==> src/include/fsrp_regs.svh <==
// constants of the flash sector read protection block
// Notes on behaviour
// - flash reads and fetches wait while an erase or write runs
// - once the application starts, vectors come from user flash
// - programming neither uses nor changes the interrupt enable
// - serial programming handler owns RAM 017C to 025B
// - top 32 RAM bytes reserved; handler stack below, 256 bytes down
// - application programming uses at most 128 bytes of caller stack
// - USB shows flash as one file; delete then copy replaces code
// - levels one and two erase user flash on file delete
// - none or level one: copy erases and writes only covered area
// - USB volume label reports the active protection level
// - without protection USB may read and write user flash
// - levels one and two forbid reads, allow updates
// - level two erases all user flash before writing an image
// - level three forbids reads and updates; valid user code always runs
// - 4 kB sectors from address zero, sector n at n times 0x1000
// - protection level comes from the flash word at 0x02FC
// - application programming works at every protection level
// - a new protection pattern acts only after a power cycle
// - three patterns select levels one to three; each blocks debug
// - one pattern stops boot code sampling the boot select pin
// - one ECC byte per 16 bytes; writes are aligned 16-byte groups
`ifndef FSRP_REGS_SVH
`define FSRP_REGS_SVH

// ========
// flash layout
`define FSRP_AW 15
`define FSRP_LEVEL_WORD 15'h02FC
`define FSRP_SECTORS 8
`define FSRP_SECTOR_IW 3
`define FSRP_SECTOR_BITS 12
`define FSRP_SECTOR_BYTES 16'h1000
`define FSRP_FILE_BYTES 16'h8000
`define FSRP_GROUP_BITS 4
`define FSRP_VEC_BYTES 15'h0200

// ========
// protection patterns
`define FSRP_PAT_ONE 32'h12345678
`define FSRP_PAT_TWO 32'h87654321
`define FSRP_PAT_THREE 32'h43218765
`define FSRP_PAT_PIN_OFF 32'h4E697370

// ========
// on-chip RAM use of the programming handlers
`define FSRP_RAM_AW 13
`define FSRP_RAM_TOP 13'h1FFF
`define FSRP_ISP_RAM_LO 13'h017C
`define FSRP_ISP_RAM_HI 13'h025B
`define FSRP_PROG_RESERVE 13'h0020
`define FSRP_ISP_STACK 13'h0100
`define FSRP_IAP_STACK 13'h0080

`endif

==> src/include/fsrp_pkg.sv <==
// types of the flash sector read protection block
package fsrp_pkg;

    // ========
    // protection level, also the volume label code
    typedef enum logic [1:0] {
        LVL_NONE = 2'h0,
        LVL_ONE = 2'h1,
        LVL_TWO = 2'h2,
        LVL_THREE = 2'h3
    } fsrp_level_t;

    // ========
    // sequencer states, gray along level read, idle, read/write/erase
    typedef enum logic [2:0] {
        ST_LVL = 3'h0,
        ST_IDLE = 3'h1,
        ST_READ = 3'h3,
        ST_WRITE = 3'h2,
        ST_ERASE = 3'h6
    } fsrp_state_t;

    // ========
    // flash macro operations and requester commands
    typedef enum logic [1:0] {
        FOP_READ = 2'h0,
        FOP_WRITE = 2'h1,
        FOP_ERASE = 2'h2
    } fsrp_fop_t;

    typedef enum logic {
        IAP_ERASE = 1'h0,
        IAP_WRITE = 1'h1
    } fsrp_iap_op_t;

    typedef enum logic [1:0] {
        UC_READ = 2'h0,
        UC_DELETE = 2'h1,
        UC_COPY = 2'h2,
        UC_WRITE = 2'h3
    } fsrp_usb_cmd_t;

endpackage

==> src/rtl/fsrp_sector_dec.sv <==
// sector decode of a flash address and of an image length
`timescale 1ns/100ps
`include "fsrp_regs.svh"

module fsrp_sector_dec (
    input wire logic [`FSRP_AW-1:0] addr,
    input wire logic [15:0] len,
    output logic [`FSRP_SECTOR_IW-1:0] sector,
    output logic in_range,
    output logic [`FSRP_SECTORS-1:0] sec_cover
);

    // ========
    // sector number and range check
    // sector n spans n*0x1000 to n*0x1000+0xFFF
    assign sector = addr[`FSRP_AW-1:`FSRP_SECTOR_BITS];
    assign in_range = {1'b0, addr} < `FSRP_FILE_BYTES;

    // ========
    // sectors touched by an image of len bytes from address zero
    genvar i;
    generate
        for (i = 0; i < `FSRP_SECTORS; i++) begin : g_cov
            // only the area the new file occupies
            assign sec_cover[i] = len > (16'(i) * `FSRP_SECTOR_BYTES);
        end
    endgenerate

endmodule

==> src/rtl/fsrp_top.sv <==
// flash sector read protection and update sequencer
`timescale 1ns/100ps
`include "fsrp_regs.svh"

module fsrp_top (
    input wire logic clk,
    input wire logic reset_n,
    input wire logic por_n,
    input wire logic app_started,
    input wire logic cpu_rd_req,
    input wire logic [`FSRP_AW-1:0] cpu_addr,
    output logic cpu_rd_valid,
    output logic cpu_stall,
    output logic [31:0] rd_data,
    output logic vec_from_user,
    input wire logic iap_req,
    input wire fsrp_pkg::fsrp_iap_op_t iap_op,
    input wire logic [`FSRP_AW-1:0] iap_addr,
    input wire logic [`FSRP_SECTORS-1:0] iap_mask,
    input wire logic [127:0] iap_wdata,
    output logic iap_done,
    output logic iap_err,
    input wire logic usb_req,
    input wire fsrp_pkg::fsrp_usb_cmd_t usb_cmd,
    input wire logic [`FSRP_AW-1:0] usb_addr,
    input wire logic [15:0] usb_len,
    input wire logic [127:0] usb_wdata,
    output logic usb_done,
    output logic usb_refused,
    output logic usb_rd_valid,
    output fsrp_pkg::fsrp_level_t usb_volume_level,
    output logic [15:0] usb_file_bytes,
    output logic debug_off,
    output logic boot_pin_sampling_off,
    output logic run_user_always,
    input wire logic ram_wr_en,
    input wire logic [`FSRP_RAM_AW-1:0] ram_addr,
    input wire logic isp_active,
    input wire logic [`FSRP_RAM_AW-1:0] cpu_sp,
    output logic ram_clash,
    output logic fl_req,
    output fsrp_pkg::fsrp_fop_t fl_op,
    output logic [`FSRP_AW-1:0] fl_addr,
    output logic [127:0] fl_wdata,
    output logic fl_boot_sel,
    input wire logic fl_done,
    input wire logic [31:0] fl_rdata
);

    // ========
    // helper functions
    // lowest sector still marked for erase
    function automatic logic [`FSRP_SECTOR_IW-1:0] lowest_set(
        input logic [`FSRP_SECTORS-1:0] m
    );
        logic [`FSRP_SECTOR_IW-1:0] r;
        r = '0;
        for (int i = `FSRP_SECTORS - 1; i >= 0; i--) begin
            if (m[i]) begin
                r = `FSRP_SECTOR_IW'(i);
            end
        end
        return r;
    endfunction

    // address inside an inclusive RAM window
    function automatic logic in_win(
        input logic [`FSRP_RAM_AW-1:0] a,
        input logic [`FSRP_RAM_AW-1:0] lo,
        input logic [`FSRP_RAM_AW-1:0] hi
    );
        return (a >= lo) && (a <= hi);
    endfunction

    // ========
    // declarations
    fsrp_pkg::fsrp_state_t st_q, st_d;
    fsrp_pkg::fsrp_level_t lvl_q, lvl_d;
    fsrp_pkg::fsrp_fop_t fl_op_q, fl_op_d;
    logic lvl_known_q, lvl_known_d;
    logic pin_off_q, pin_off_d;
    logic dbg_off_q, dbg_off_d;
    logic run_user_q, run_user_d;
    logic [15:0] file_bytes_q, file_bytes_d;
    logic fl_req_q, fl_req_d;
    logic [`FSRP_AW-1:0] fl_addr_q, fl_addr_d;
    logic [127:0] fl_wdata_q, fl_wdata_d;
    logic boot_sel_q, boot_sel_d;
    logic [`FSRP_SECTORS-1:0] mask_q, mask_d;
    logic src_usb_q, src_usb_d;
    logic [31:0] rd_data_q, rd_data_d;
    logic cpu_valid_q, cpu_valid_d;
    logic usb_valid_q, usb_valid_d;
    logic iap_done_q, iap_done_d;
    logic iap_err_q, iap_err_d;
    logic usb_done_q, usb_done_d;
    logic usb_ref_q, usb_ref_d;
    logic stall_q, stall_d;
    logic user_vec_q, user_vec_d;
    logic clash_q, clash_d;
    logic answer_q;
    logic iap_busy;
    logic usb_in_range;
    logic [`FSRP_SECTORS-1:0] usb_cover;
    logic [`FSRP_SECTOR_IW-1:0] erase_idx;

    // ========
    // sector decode of the usb side
    fsrp_sector_dec u_dec (
        .addr(usb_addr),
        .len(usb_len),
        .sector(),
        .in_range(usb_in_range),
        .sec_cover(usb_cover)
    );

    // ========
    // protection level, kept across warm resets
    // capture the level word once per power-up
    always_comb begin
        lvl_d = lvl_q;
        lvl_known_d = lvl_known_q;
        pin_off_d = pin_off_q;
        dbg_off_d = dbg_off_q;
        run_user_d = run_user_q;
        file_bytes_d = file_bytes_q;
        if (st_q == fsrp_pkg::ST_LVL && fl_req_q && fl_done) begin
            lvl_known_d = 1'b1;
            unique case (fl_rdata)
                `FSRP_PAT_ONE: lvl_d = fsrp_pkg::LVL_ONE;
                `FSRP_PAT_TWO: lvl_d = fsrp_pkg::LVL_TWO;
                `FSRP_PAT_THREE: lvl_d = fsrp_pkg::LVL_THREE;
                default: lvl_d = fsrp_pkg::LVL_NONE;
            endcase
            pin_off_d = fl_rdata == `FSRP_PAT_PIN_OFF;
            dbg_off_d = lvl_d != fsrp_pkg::LVL_NONE;
            run_user_d = lvl_d == fsrp_pkg::LVL_THREE;
        end
    end

    // only the power-on reset initialises these
    always_ff @(posedge clk or negedge por_n) begin
        if (!por_n) begin
            lvl_q <= fsrp_pkg::LVL_THREE;
            lvl_known_q <= 1'b0;
            pin_off_q <= 1'b0;
            dbg_off_q <= 1'b1;
            run_user_q <= 1'b0;
            file_bytes_q <= `FSRP_FILE_BYTES;
        end else begin
            lvl_q <= lvl_d;
            lvl_known_q <= lvl_known_d;
            pin_off_q <= pin_off_d;
            dbg_off_q <= dbg_off_d;
            run_user_q <= run_user_d;
            file_bytes_q <= file_bytes_d;
        end
    end

    // ========
    // request sequencer
    // a request is not taken while an answer pulse is out
    assign answer_q = cpu_valid_q | usb_valid_q | iap_done_q | iap_err_q
        | usb_done_q | usb_ref_q;
    assign erase_idx = lowest_set(mask_q);

    // next state, flash command and answers
    always_comb begin
        st_d = st_q;
        fl_req_d = fl_req_q;
        fl_op_d = fl_op_q;
        fl_addr_d = fl_addr_q;
        fl_wdata_d = fl_wdata_q;
        boot_sel_d = boot_sel_q;
        mask_d = mask_q;
        src_usb_d = src_usb_q;
        rd_data_d = rd_data_q;
        cpu_valid_d = 1'b0;
        usb_valid_d = 1'b0;
        iap_done_d = 1'b0;
        iap_err_d = 1'b0;
        usb_done_d = 1'b0;
        usb_ref_d = 1'b0;
        user_vec_d = user_vec_q | app_started;
        unique case (st_q)
            fsrp_pkg::ST_LVL: begin
                if (lvl_known_q) begin
                    st_d = fsrp_pkg::ST_IDLE;
                end else if (!fl_req_q) begin
                    fl_req_d = 1'b1;
                    fl_op_d = fsrp_pkg::FOP_READ;
                    fl_addr_d = `FSRP_LEVEL_WORD;
                    boot_sel_d = 1'b0;
                end else if (fl_done) begin
                    fl_req_d = 1'b0;
                    st_d = fsrp_pkg::ST_IDLE;
                end
            end
            fsrp_pkg::ST_IDLE: begin
                if (!answer_q && iap_req) begin
                    // no level check here; the routine also leaves the
                    // interrupt enable alone
                    src_usb_d = 1'b0;
                    boot_sel_d = 1'b0;
                    if (iap_op == fsrp_pkg::IAP_ERASE) begin
                        mask_d = iap_mask;
                        st_d = fsrp_pkg::ST_ERASE;
                    end else if (iap_addr[`FSRP_GROUP_BITS-1:0] != '0) begin
                        iap_err_d = 1'b1;
                    end else begin
                        fl_req_d = 1'b1;
                        fl_op_d = fsrp_pkg::FOP_WRITE;
                        fl_addr_d = iap_addr;
                        fl_wdata_d = iap_wdata;
                        st_d = fsrp_pkg::ST_WRITE;
                    end
                end else if (!answer_q && cpu_rd_req) begin
                    src_usb_d = 1'b0;
                    fl_req_d = 1'b1;
                    fl_op_d = fsrp_pkg::FOP_READ;
                    fl_addr_d = cpu_addr;
                    // low vectors from boot area until the app runs
                    boot_sel_d = !user_vec_q
                        && (cpu_addr < `FSRP_VEC_BYTES);
                    st_d = fsrp_pkg::ST_READ;
                end else if (!answer_q && usb_req) begin
                    src_usb_d = 1'b1;
                    boot_sel_d = 1'b0;
                    unique case (usb_cmd)
                        fsrp_pkg::UC_READ: begin
                            // reads only when unprotected
                            if (lvl_q == fsrp_pkg::LVL_NONE
                                && usb_in_range) begin
                                fl_req_d = 1'b1;
                                fl_op_d = fsrp_pkg::FOP_READ;
                                fl_addr_d = usb_addr;
                                st_d = fsrp_pkg::ST_READ;
                            end else begin
                                usb_ref_d = 1'b1;
                            end
                        end
                        fsrp_pkg::UC_DELETE: begin
                            if (lvl_q == fsrp_pkg::LVL_THREE) begin
                                usb_ref_d = 1'b1;
                            end else if (lvl_q != fsrp_pkg::LVL_NONE) begin
                                mask_d = '1;
                                st_d = fsrp_pkg::ST_ERASE;
                            end else begin
                                usb_done_d = 1'b1;
                            end
                        end
                        fsrp_pkg::UC_COPY: begin
                            // file name plays no part
                            if (lvl_q == fsrp_pkg::LVL_THREE) begin
                                usb_ref_d = 1'b1;
                            end else if (lvl_q == fsrp_pkg::LVL_TWO) begin
                                mask_d = '1;
                                st_d = fsrp_pkg::ST_ERASE;
                            end else begin
                                mask_d = usb_cover;
                                st_d = fsrp_pkg::ST_ERASE;
                            end
                        end
                        fsrp_pkg::UC_WRITE: begin
                            if (lvl_q == fsrp_pkg::LVL_THREE
                                || !usb_in_range
                                || usb_addr[`FSRP_GROUP_BITS-1:0] != '0)
                            begin
                                usb_ref_d = 1'b1;
                            end else begin
                                fl_req_d = 1'b1;
                                fl_op_d = fsrp_pkg::FOP_WRITE;
                                fl_addr_d = usb_addr;
                                fl_wdata_d = usb_wdata;
                                st_d = fsrp_pkg::ST_WRITE;
                            end
                        end
                    endcase
                end
            end
            fsrp_pkg::ST_READ: begin
                if (fl_done) begin
                    fl_req_d = 1'b0;
                    rd_data_d = fl_rdata;
                    usb_valid_d = src_usb_q;
                    cpu_valid_d = !src_usb_q;
                    st_d = fsrp_pkg::ST_IDLE;
                end
            end
            fsrp_pkg::ST_WRITE: begin
                if (fl_done) begin
                    fl_req_d = 1'b0;
                    usb_done_d = src_usb_q;
                    iap_done_d = !src_usb_q;
                    st_d = fsrp_pkg::ST_IDLE;
                end
            end
            fsrp_pkg::ST_ERASE: begin
                // one sector at a time, lowest first
                if (!fl_req_q && mask_q == '0) begin
                    usb_done_d = src_usb_q;
                    iap_done_d = !src_usb_q;
                    st_d = fsrp_pkg::ST_IDLE;
                end else if (!fl_req_q) begin
                    fl_req_d = 1'b1;
                    fl_op_d = fsrp_pkg::FOP_ERASE;
                    fl_addr_d = {erase_idx,
                        {`FSRP_SECTOR_BITS{1'b0}}};
                end else if (fl_done) begin
                    fl_req_d = 1'b0;
                    mask_d[erase_idx] = 1'b0;
                end
            end
            default: begin
                fl_req_d = 1'b0;
                st_d = fsrp_pkg::ST_IDLE;
            end
        endcase
        // fetches wait out any erase, write or level read
        stall_d = (st_d == fsrp_pkg::ST_ERASE)
            || (st_d == fsrp_pkg::ST_WRITE)
            || (st_d == fsrp_pkg::ST_LVL);
    end

    // sequencer registers
    always_ff @(posedge clk or negedge reset_n) begin
        if (!reset_n) begin
            st_q <= fsrp_pkg::ST_LVL;
            fl_req_q <= 1'b0;
            fl_op_q <= fsrp_pkg::FOP_READ;
            fl_addr_q <= '0;
            fl_wdata_q <= '0;
            boot_sel_q <= 1'b0;
            mask_q <= '0;
            src_usb_q <= 1'b0;
            rd_data_q <= 32'h0;
            cpu_valid_q <= 1'b0;
            usb_valid_q <= 1'b0;
            iap_done_q <= 1'b0;
            iap_err_q <= 1'b0;
            usb_done_q <= 1'b0;
            usb_ref_q <= 1'b0;
            stall_q <= 1'b1;
            user_vec_q <= 1'b0;
        end else begin
            st_q <= st_d;
            fl_req_q <= fl_req_d;
            fl_op_q <= fl_op_d;
            fl_addr_q <= fl_addr_d;
            fl_wdata_q <= fl_wdata_d;
            boot_sel_q <= boot_sel_d;
            mask_q <= mask_d;
            src_usb_q <= src_usb_d;
            rd_data_q <= rd_data_d;
            cpu_valid_q <= cpu_valid_d;
            usb_valid_q <= usb_valid_d;
            iap_done_q <= iap_done_d;
            iap_err_q <= iap_err_d;
            usb_done_q <= usb_done_d;
            usb_ref_q <= usb_ref_d;
            stall_q <= stall_d;
            user_vec_q <= user_vec_d;
        end
    end

    // ========
    // guard of RAM owned by the programming handlers
    // application programming in flight
    assign iap_busy = !src_usb_q && ((st_q == fsrp_pkg::ST_ERASE)
        || (st_q == fsrp_pkg::ST_WRITE));

    // flag a foreign write into handler-owned RAM
    always_comb begin
        clash_d = 1'b0;
        if (ram_wr_en && isp_active) begin
            clash_d = in_win(ram_addr, `FSRP_ISP_RAM_LO,
                    `FSRP_ISP_RAM_HI)
                || in_win(ram_addr, `FSRP_RAM_TOP - `FSRP_PROG_RESERVE
                    - `FSRP_ISP_STACK + 13'h1, `FSRP_RAM_TOP);
        end
        if (ram_wr_en && iap_busy) begin
            clash_d = clash_d
                || in_win(ram_addr, `FSRP_RAM_TOP - `FSRP_PROG_RESERVE
                    + 13'h1, `FSRP_RAM_TOP)
                || in_win(ram_addr, cpu_sp - `FSRP_IAP_STACK,
                    cpu_sp - 13'h1);
        end
    end

    // guard flag register
    always_ff @(posedge clk or negedge reset_n) begin
        if (!reset_n) begin
            clash_q <= 1'b0;
        end else begin
            clash_q <= clash_d;
        end
    end

    // ========
    // outputs, each straight from a flip-flop
    assign cpu_rd_valid = cpu_valid_q;
    assign cpu_stall = stall_q;
    assign rd_data = rd_data_q;
    assign vec_from_user = user_vec_q;
    assign iap_done = iap_done_q;
    assign iap_err = iap_err_q;
    assign usb_done = usb_done_q;
    assign usb_refused = usb_ref_q;
    assign usb_rd_valid = usb_valid_q;
    assign usb_volume_level = lvl_q;
    assign usb_file_bytes = file_bytes_q;
    assign debug_off = dbg_off_q;
    assign boot_pin_sampling_off = pin_off_q;
    assign run_user_always = run_user_q;
    assign ram_clash = clash_q;
    assign fl_req = fl_req_q;
    assign fl_op = fl_op_q;
    assign fl_addr = fl_addr_q;
    assign fl_wdata = fl_wdata_q;
    assign fl_boot_sel = boot_sel_q;

endmodule

==> config.mk <==
export PLATFORM = sky130hd
export DESIGN_NAME = fsrp_top
export DESIGN_NICKNAME = d
export VERILOG_FILES = /design/src/include/fsrp_pkg.sv /design/src/rtl/fsrp_sector_dec.sv /design/src/rtl/fsrp_top.sv
export VERILOG_INCLUDE_DIRS = /design/src /design/src/include
export SDC_FILE = /design/constraint.sdc
export NUM_CORES = 1
export LEC_CHECK = 0
export ABC_AREA = 1
export CAP_MARGIN = 20
export CELL_PAD_IN_SITES_DETAIL_PLACEMENT = 1
export CELL_PAD_IN_SITES_GLOBAL_PLACEMENT = 1
export CORE_AREA = 2 2 234 236
export DETAILED_ROUTE_END_ITERATION = 12
export DIE_AREA = 0 0 236 238
export DONT_BUFFER_PORTS = 1
export GPL_TIMING_DRIVEN = 0
export PLACE_DENSITY_LB_ADDON = 0.1
export SETUP_SLACK_MARGIN = 0.4
export SLEW_MARGIN = 30
export SYNTH_ARGS = -nofsm -noshare
export SYNTH_HDL_FRONTEND = slang
export SYNTH_SLANG_ARGS = --single-unit
==> constraint.sdc <==
create_clock -name clk -period 3.1 [get_ports clk]
set_input_delay 0.93 -clock clk [delete_from_list [all_inputs] [get_ports clk]]
set_output_delay 0.93 -clock clk [all_outputs]
set_load 0.01 [all_outputs]
==> results of run 1 <==
[worst max-delay path, cell delays in order]
cell and delay (ns):
inv_12 0.04, ha_4 0.13, nand3_2 0.08, nor3_2 0.24
nand2_1 0.19, nor2_1 0.19, xor2_1 0.18, ha_1 0.29
a21oi_1 0.16, nand2_1 0.07, a21oi_1 0.14, nand2_1 0.06
nand2_1 0.06, nand2_1 0.09, nand2_1 0.08, nand2_1 0.05
nand2_1 0.05
[state kept, by name, indices dropped and copies added (netlist names), 2 cells and up]
name / cells
fl_wdata: 128
rd_data: 32
fl_addr: 15
mask_q: 8
st_q: 3
fl_op: 2
usb_volume_level: 2
[per-layer routing]
layer	track usage	vias up
met5	0	-
met4	0.0481	0
met3	0.0605	55
met2	0.335	372
met1	0.235	5734
li1	-	5900
[path summary, 6_finish.rpt]
path / start / end / slack (ns) / cells past startpoint
worst max register to register: usb_rd_valid$_DFF_PN0_ / fl_wdata[80]$_DFFE_PN0P_ / 0.74 / 11
worst min register to register: lvl_known_q$_DFFE_PN0P_ / lvl_known_q$_DFFE_PN0P_ / 0.47 / 1
worst min-delay path: por_n / run_user_always$_DFFE_PN0P_ / 0.06 / 0
max in group asynchronous: reset_n / fl_wdata[89]$_DFFE_PN0P_ / 2.68 / 0
min in group clk: lvl_known_q$_DFFE_PN0P_ / lvl_known_q$_DFFE_PN0P_ / 0.47 / 1
worst max-delay path: cpu_sp[0] / ram_clash$_DFF_PN0_ / 0.55 / 17
[where the power goes]
group,switching (mW),internal [mW]
clock network,1.31,1.97
logic,3.28,1.55
registers,1.74,3.86
[cells by family (layout without fill, tap and decap cells)]
family	after synthesis	count (layout)
buf+inv	202	254
compound gates	78	78
simple gates	1300	1300
fa+ha+maj	33	33
other cells	2	16
xor+xnor	12	12
flops	206	206
mux	9	9
[Yosys cell counts, types with 8 or more instances]
| cell | count | area [µm²] |
|---|---|---|
| buf_2 | 57 | 285 |
| clkbuf_1 | 24 | 90.1 |
| nand2_1 | 910 | 3420 |
| xor2_1 | 8 | 70.1 |
| nor3_1 | 25 | 125 |
| nand4_1 | 23 | 144 |
| buf_4 | 23 | 173 |
| ha_1 | 33 | 413 |
| a21oi_1 | 20 | 100 |
| dfrtp_1 | 202 | 5050 |
| mux2_2 | 9 | 101 |
| nor2_1 | 82 | 308 |
| inv_1 | 90 | 338 |
| o21ai_0 | 43 | 215 |
| nand3b_1 | 9 | 67.6 |
| nand3_1 | 230 | 1150 |
[stage by stage]
stage / instance area [µm²] / setup TNS [ns] / util / std cells / total power [mW]
finish: 14400 / 0 / 0.270 / 2604 / 13.7
global placement: 13500 / -0.418 / 0.252 / 2552 / 10.5
floorplan: 12600 / 0 / - / 1856 / 8.52
global route: 14400 / 0 / 0.270 / 2604 / 14.9
CTS: 14400 / 0 / 0.270 / 2604 / 14.0
detailed placement: 13500 / -0.707 / 0.252 / 2552 / 10.6
[area by class of cell]
class                   instances  area, µm²
fillers                      6717      39100
flip-flops and latches        206       5160
well taps                     696        871
plain buffers                 107        583
multi-input cells            1448       6500
clock buffers                  42        855
inverters                      95        382
clock inverters                10       81.3
==> flow_summary.json, run 1 <==
{
  "yosys.cell_types.count": 39,
  "worst_pin_slew_ns": 0.726,
  "synth.avg_cell_area_um2": 6.79,
  "io_pins": 605,
  "synth.yosys.seq_area_share": 0.412,
  "antenna_found_initial": 0,
  "routed_wire_length_per_instance_um": 21.5,
  "worst_hold_path_type": "in2async",
  "flow.area_growth_from_synthesis_pct": 15.3,
  "synth_edf_count": 0,
  "ctsLongestPathBuffers": 3,
  "mostFrequentLayoutCell": "nand2_1",
  "dp_slack_ns": -0.221,
  "synthXorXnorAreaFrac": 0.00840,
  "die_area_um2": 56200,
  "timing.slew.headroom": 0.516,
  "setup.worst_path.class": "in2reg",
  "htreeDepth": 1,
  "dominantRegCellSynth": "dfrtp_1",
  "cts.hold.buffers_added": 0,
  "cts_made_buffers": 28,
  "synth.mux.area_fraction": 0.00810,
  "synth_top_family_by_area": "simple AND/OR/NAND/NOR gates",
  "finalWirelength_um": 55900,
  "timing_max_transition_violations_final": 0,
  "layout.cells.most_common_list": "nand2_1 (909), nand3_1 (229), dfrtp_1 (202)",
  "drive_above_1_share": 0.0917,
  "port_buffers": 0,
  "gr-usage-all-layers": 0.194,
  "critical_path.startpoint_type": "primary input",
  "antenna_left": 0,
  "avgViaCountPerCell": 4.63,
  "whs_ns": 0.0640,
  "final_hold_viol_count": 0,
  "dp.final_hpwl_um": 44900,
  "route.met2.wl_um": 27200,
  "fmax_mhz": 393,
  "core_um2": 53500,
  "route.layer.met1.wl_um": 23000,
  "worstSkewPairLatency_ns": 0.55,
  "remaining_drc_errors": 0,
  "maxUsedRoutingLayer": "met4",
  "via_count": 12100,
  "cts.clk_slew.worst_paths_ns": 0.06,
  "dr_wl_met3_um": 4500,
  "power.density_nw_per_um2": 950,
  "max-vdd-ir-drop_mv": 0.376,
  "synth-simple-area-share": 0.429,
  "grt_max_degree": 201,
  "yosys.area_share.adder": 0.0330,
  "detail_route.iter0.violations": 533,
  "globalRoute.totalOverflow": 0,
  "static-leakage-power_nw": 7.77,
  "synth_compound_gate_area_share": 0.0334,
  "synthesis.instances": 1842,
  "worstPathRequired_ns": 3.59,
  "fin_ws_ns": 0.554,
  "finalSetupViolCount": 0,
  "n_antenna_cell": 0,
  "place_congestion": 0.853,
  "chipWidth_um": 236,
  "floorplan.die.height_um": 238,
  "finClkSkew_ns": 0.0104,
  "run_status": "finished, final reports clean",
  "grt_first_pass_wirelength_um": 83700,
  "netlist_area_um2": 12500,
  "initial_core_util": 0.234,
  "min_period_ns": 2.55,
  "cts.root.buffer_cell": "clkbuf_16",
  "clk_sink_count": 206,
  "crit_path_end_kind": "flop",
  "design.final.nets": 2315,
  "tritoncts": "done",
  "detail_route.first_pass.iterations": 5,
  "worst_ep_arrival_time_ns": 3.04,
  "grt_pass1_vias": 12900,
  "cts.repair.resized": 2,
  "critPathMaxFanout": 5,
  "synth_async_sr_flop_share": 1.00,
  "fin_crit_sh": 0.821,
  "core.rowCount": 85,
  "ys.warnings.count": 0,
  "ys_ff_latch": 206,
  "post-cts-setup-buffer-count": 0,
  "rsz_0062_raised_after_global_routing": "true",
  "cap_violations": 0
}
No activity file was read; power rests on OpenSTA's default activity.
==> run 2, diff against run 1 <==
--- a/config.mk
+++ b/config.mk
@@ -10,9 +10,9 @@
 export CAP_MARGIN = 20
 export CELL_PAD_IN_SITES_DETAIL_PLACEMENT = 1
 export CELL_PAD_IN_SITES_GLOBAL_PLACEMENT = 1
-export CORE_AREA = 2 2 234 236
+export CORE_AREA = 2 2 233 235
 export DETAILED_ROUTE_END_ITERATION = 12
-export DIE_AREA = 0 0 236 238
+export DIE_AREA = 0 0 235 237
 export DONT_BUFFER_PORTS = 1
 export GPL_TIMING_DRIVEN = 0
 export PLACE_DENSITY_LB_ADDON = 0.1
==> constraint.sdc (replaced) <==
create_clock -name clk -period 2.5 [get_ports clk]
set_input_delay 0.75 -clock clk [delete_from_list [all_inputs] [get_ports clk]]
set_output_delay 0.75 -clock clk [all_outputs]
set_load 0.01 [all_outputs]
==> flow_summary.json, run 2 (synthesis gave the netlist of run 1 again) <==
{
  "run_status": "complete, but fails checks",
  "failing_checks": "hold timing",
  "fin_ws_ns": 0.449,
  "worstPathRequired_ns": 3.01,
  "drive_above_1_share": 0.120,
  "min_period_ns": 2.05,
  "sw_frac": 0.460,
  "initial_core_util": 0.235,
  "detail_route.iter0.violations": 520,
  "core_um2": 53300,
  "grt_pass1_vias": 12900,
  "power.density_nw_per_um2": 1170,
  "worstSkewPairLatency_ns": 0.56,
  "routed_wire_length_per_instance_um": 21.6,
  "grt_util_met1": 0.238,
  "worst_ep_arrival_time_ns": 2.56,
  "fin_crit_sh": 0.820,
  "chipWidth_um": 235,
  "worst_hold_path_type": "in2async",
  "finalWirelength_um": 56600,
  "finalInstanceArea_um2": 15000,
  "whs_ns": -0.111,
  "setup.worst_path.class": "in2reg",
  "floorplan.die.height_um": 237,
  "finalSetupViolCount": 0,
  "avgViaCountPerCell": 4.65,
  "ctsLongestPathBuffers": 3,
  "critical_path.startpoint_type": "primary input",
  "cap_violations": 0,
  "remaining_drc_errors": 0,
  "layout.cells.most_common_list": "nand2_1 (905), nand3_1 (229), dfrtp_1 (195)",
  "p_clk_frac": 0.231,
  "flow.area_growth_from_synthesis_pct": 19.7,
  "crit_top_cell": "nand2_1",
  "worst_pin_slew_ns": 0.620,
  "finClkSkew_ns": 0.0104,
  "core.rowCount": 85,
  "gr-usage-all-layers": 0.195,
  "static-leakage-power_nw": 8.01,
  "mostFrequentLayoutCell": "nand2_1",
  "grt_use_met3": 0.0569,
  "globalRoute.totalOverflow": 0,
  "die_area_um2": 55700,
  "design.final.nets": 2333,
  "htreeDepth": 1,
  "cts.clk_slew.worst_paths_ns": 0.06,
  "largest_register_ffs": 128,
  "port_buffers": 0,
  "crit_path_end_kind": "flop",
  "tritoncts": "done",
  "sequentialPowerShare": 0.394,
  "crit_chain": "inv_12, ha_4, nand3_2, nor3_4, nand2_2, nor2_2, xor2_1, ha_1, a21oi_1, nand2_1, a21oi_1, nand2_1, nand2_1, nand2_1, nand2_1, nand2_1, nand2_1",
  "grt_first_pass_wirelength_um": 83200,
  "dp.final_hpwl_um": 45100,
  "dpl_cell_area_um2": 13500,
  "grt_max_degree": 201,
  "fillers": 6634,
  "grt_util_met2": 0.339,
  "max-vdd-ir-drop_mv": 0.570,
  "timing_max_transition_violations_final": 0,
  "clk_sink_count": 206,
  "antenna_found_initial": 0,
  "final_hold_viol_count": 199,
  "place_congestion": 0.862,
  "cts.hold.buffers_added": 1,
  "worst_path_largest_cell_delay_ns": 0.29,
  "most_used_routing_layer": "met2",
  "sequential_cell_area_um2": 5170,
  "cts.root.buffer_cell": "clkbuf_16",
  "antenna_left": 0,
  "io_pins": 605,
  "rsz_0062_raised_after_global_routing": "true",
  "power.switching_mw": 8.07,
  "detail_route.first_pass.iterations": 4,
  "cts_made_buffers": 28,
  "area_used_by_multi_input_combinational_logic_um2": 6630,
  "fmax_mhz": 488,
  "timing.slew.headroom": 0.587,
  "critPathMaxFanout": 5,
  "p_comb_frac": 0.375,
  "dp_slack_ns": -0.690,
  "cp_slowest_cell": "ha_1",
  "internal_power_mw": 9.46,
  "via_count": 12200,
  "final_setup_tns_ns": 0
}
## run 2: cell type report
| class | count | area share |
|---|---|---|
| multi-input cells | 1448 | 0.443 |
| flip-flops and latches | 206 | 0.345 |
| well taps | 696 | 0.0581 |
| clock buffers | 41 | 0.0554 |
| plain buffers | 107 | 0.0548 |
| inverters | 95 | 0.0256 |
| repair buffers | 18 | 0.0113 |
| clock inverters | 11 | 0.00660 |
| diodes | 1 | 0.000167 |
## run 2: timing repair
item | 4_1_cts | 5_1_grt
setup endpoints to repair | 174 | 151
gates resized for setup | 69 | 86
hold endpoints to repair | 205 | 199
pin swaps | 18 | 11
buffers inserted | 8 | 7
cloned | 0 | 2
## run 2: worst max-delay path, delay by kind of cell
kind            cells  cell delay (ns)
simple gates       11             0.88
fa+ha+maj           2             0.41
compound gates      2             0.30
xor+xnor            1             0.17
buf+inv             1             0.04
## run 2: worst paths after layout
path / start / endpoint / slack (ns) / depth (start not counted)
min reg2reg: lvl_known_q$_DFFE_PN0P_ / lvl_known_q$_DFFE_PN0P_ / 0.47 / 1
max: cpu_sp[0] / ram_clash$_DFF_PN0_ / 0.45 / 17
min in group clk: app_started / vec_from_user$_DFF_PN0_ / 0.30 / 1
min: reset_n / fl_addr[4]$_DFFE_PN0P_ / -0.11 / 0
max in group asynchronous: por_n / usb_volume_level[0]$_DFFE_PN1P_ / 1.70 / 1
max reg2reg: cpu_rd_valid$_DFF_PN0_ / fl_wdata[113]$_DFFE_PN0P_ / 0.47 / 10
## run 2: metrics by stage
stage               power [mW]   util  instances
global route              19.0  0.281       2622
finish                    17.5  0.281       2623
floorplan                 10.6      -       1856
global placement          13.1  0.253       2552
CTS                       17.7  0.276       2613
detailed placement        13.2  0.253       2552
## run 2: power by group through the flow
stage	registers [mW]	logic (mW)	clock network [mW]
4_1_cts	6.99	6.47	4.21
5_1_grt	7.10	7.53	4.33
3_5_place_dp	7.02	6.22	0
3_3_place_gp	7.04	6.10	0
6_report	6.90	6.58	4.05
2_1_floorplan	6.20	4.36	0
## run 2: routing by layer
metal,share of wire,vias to the layer above
met4,0.019,0
met3,0.075,62
met2,0.50,353
met1,0.41,5850
li1,-,5939
met5,0,-
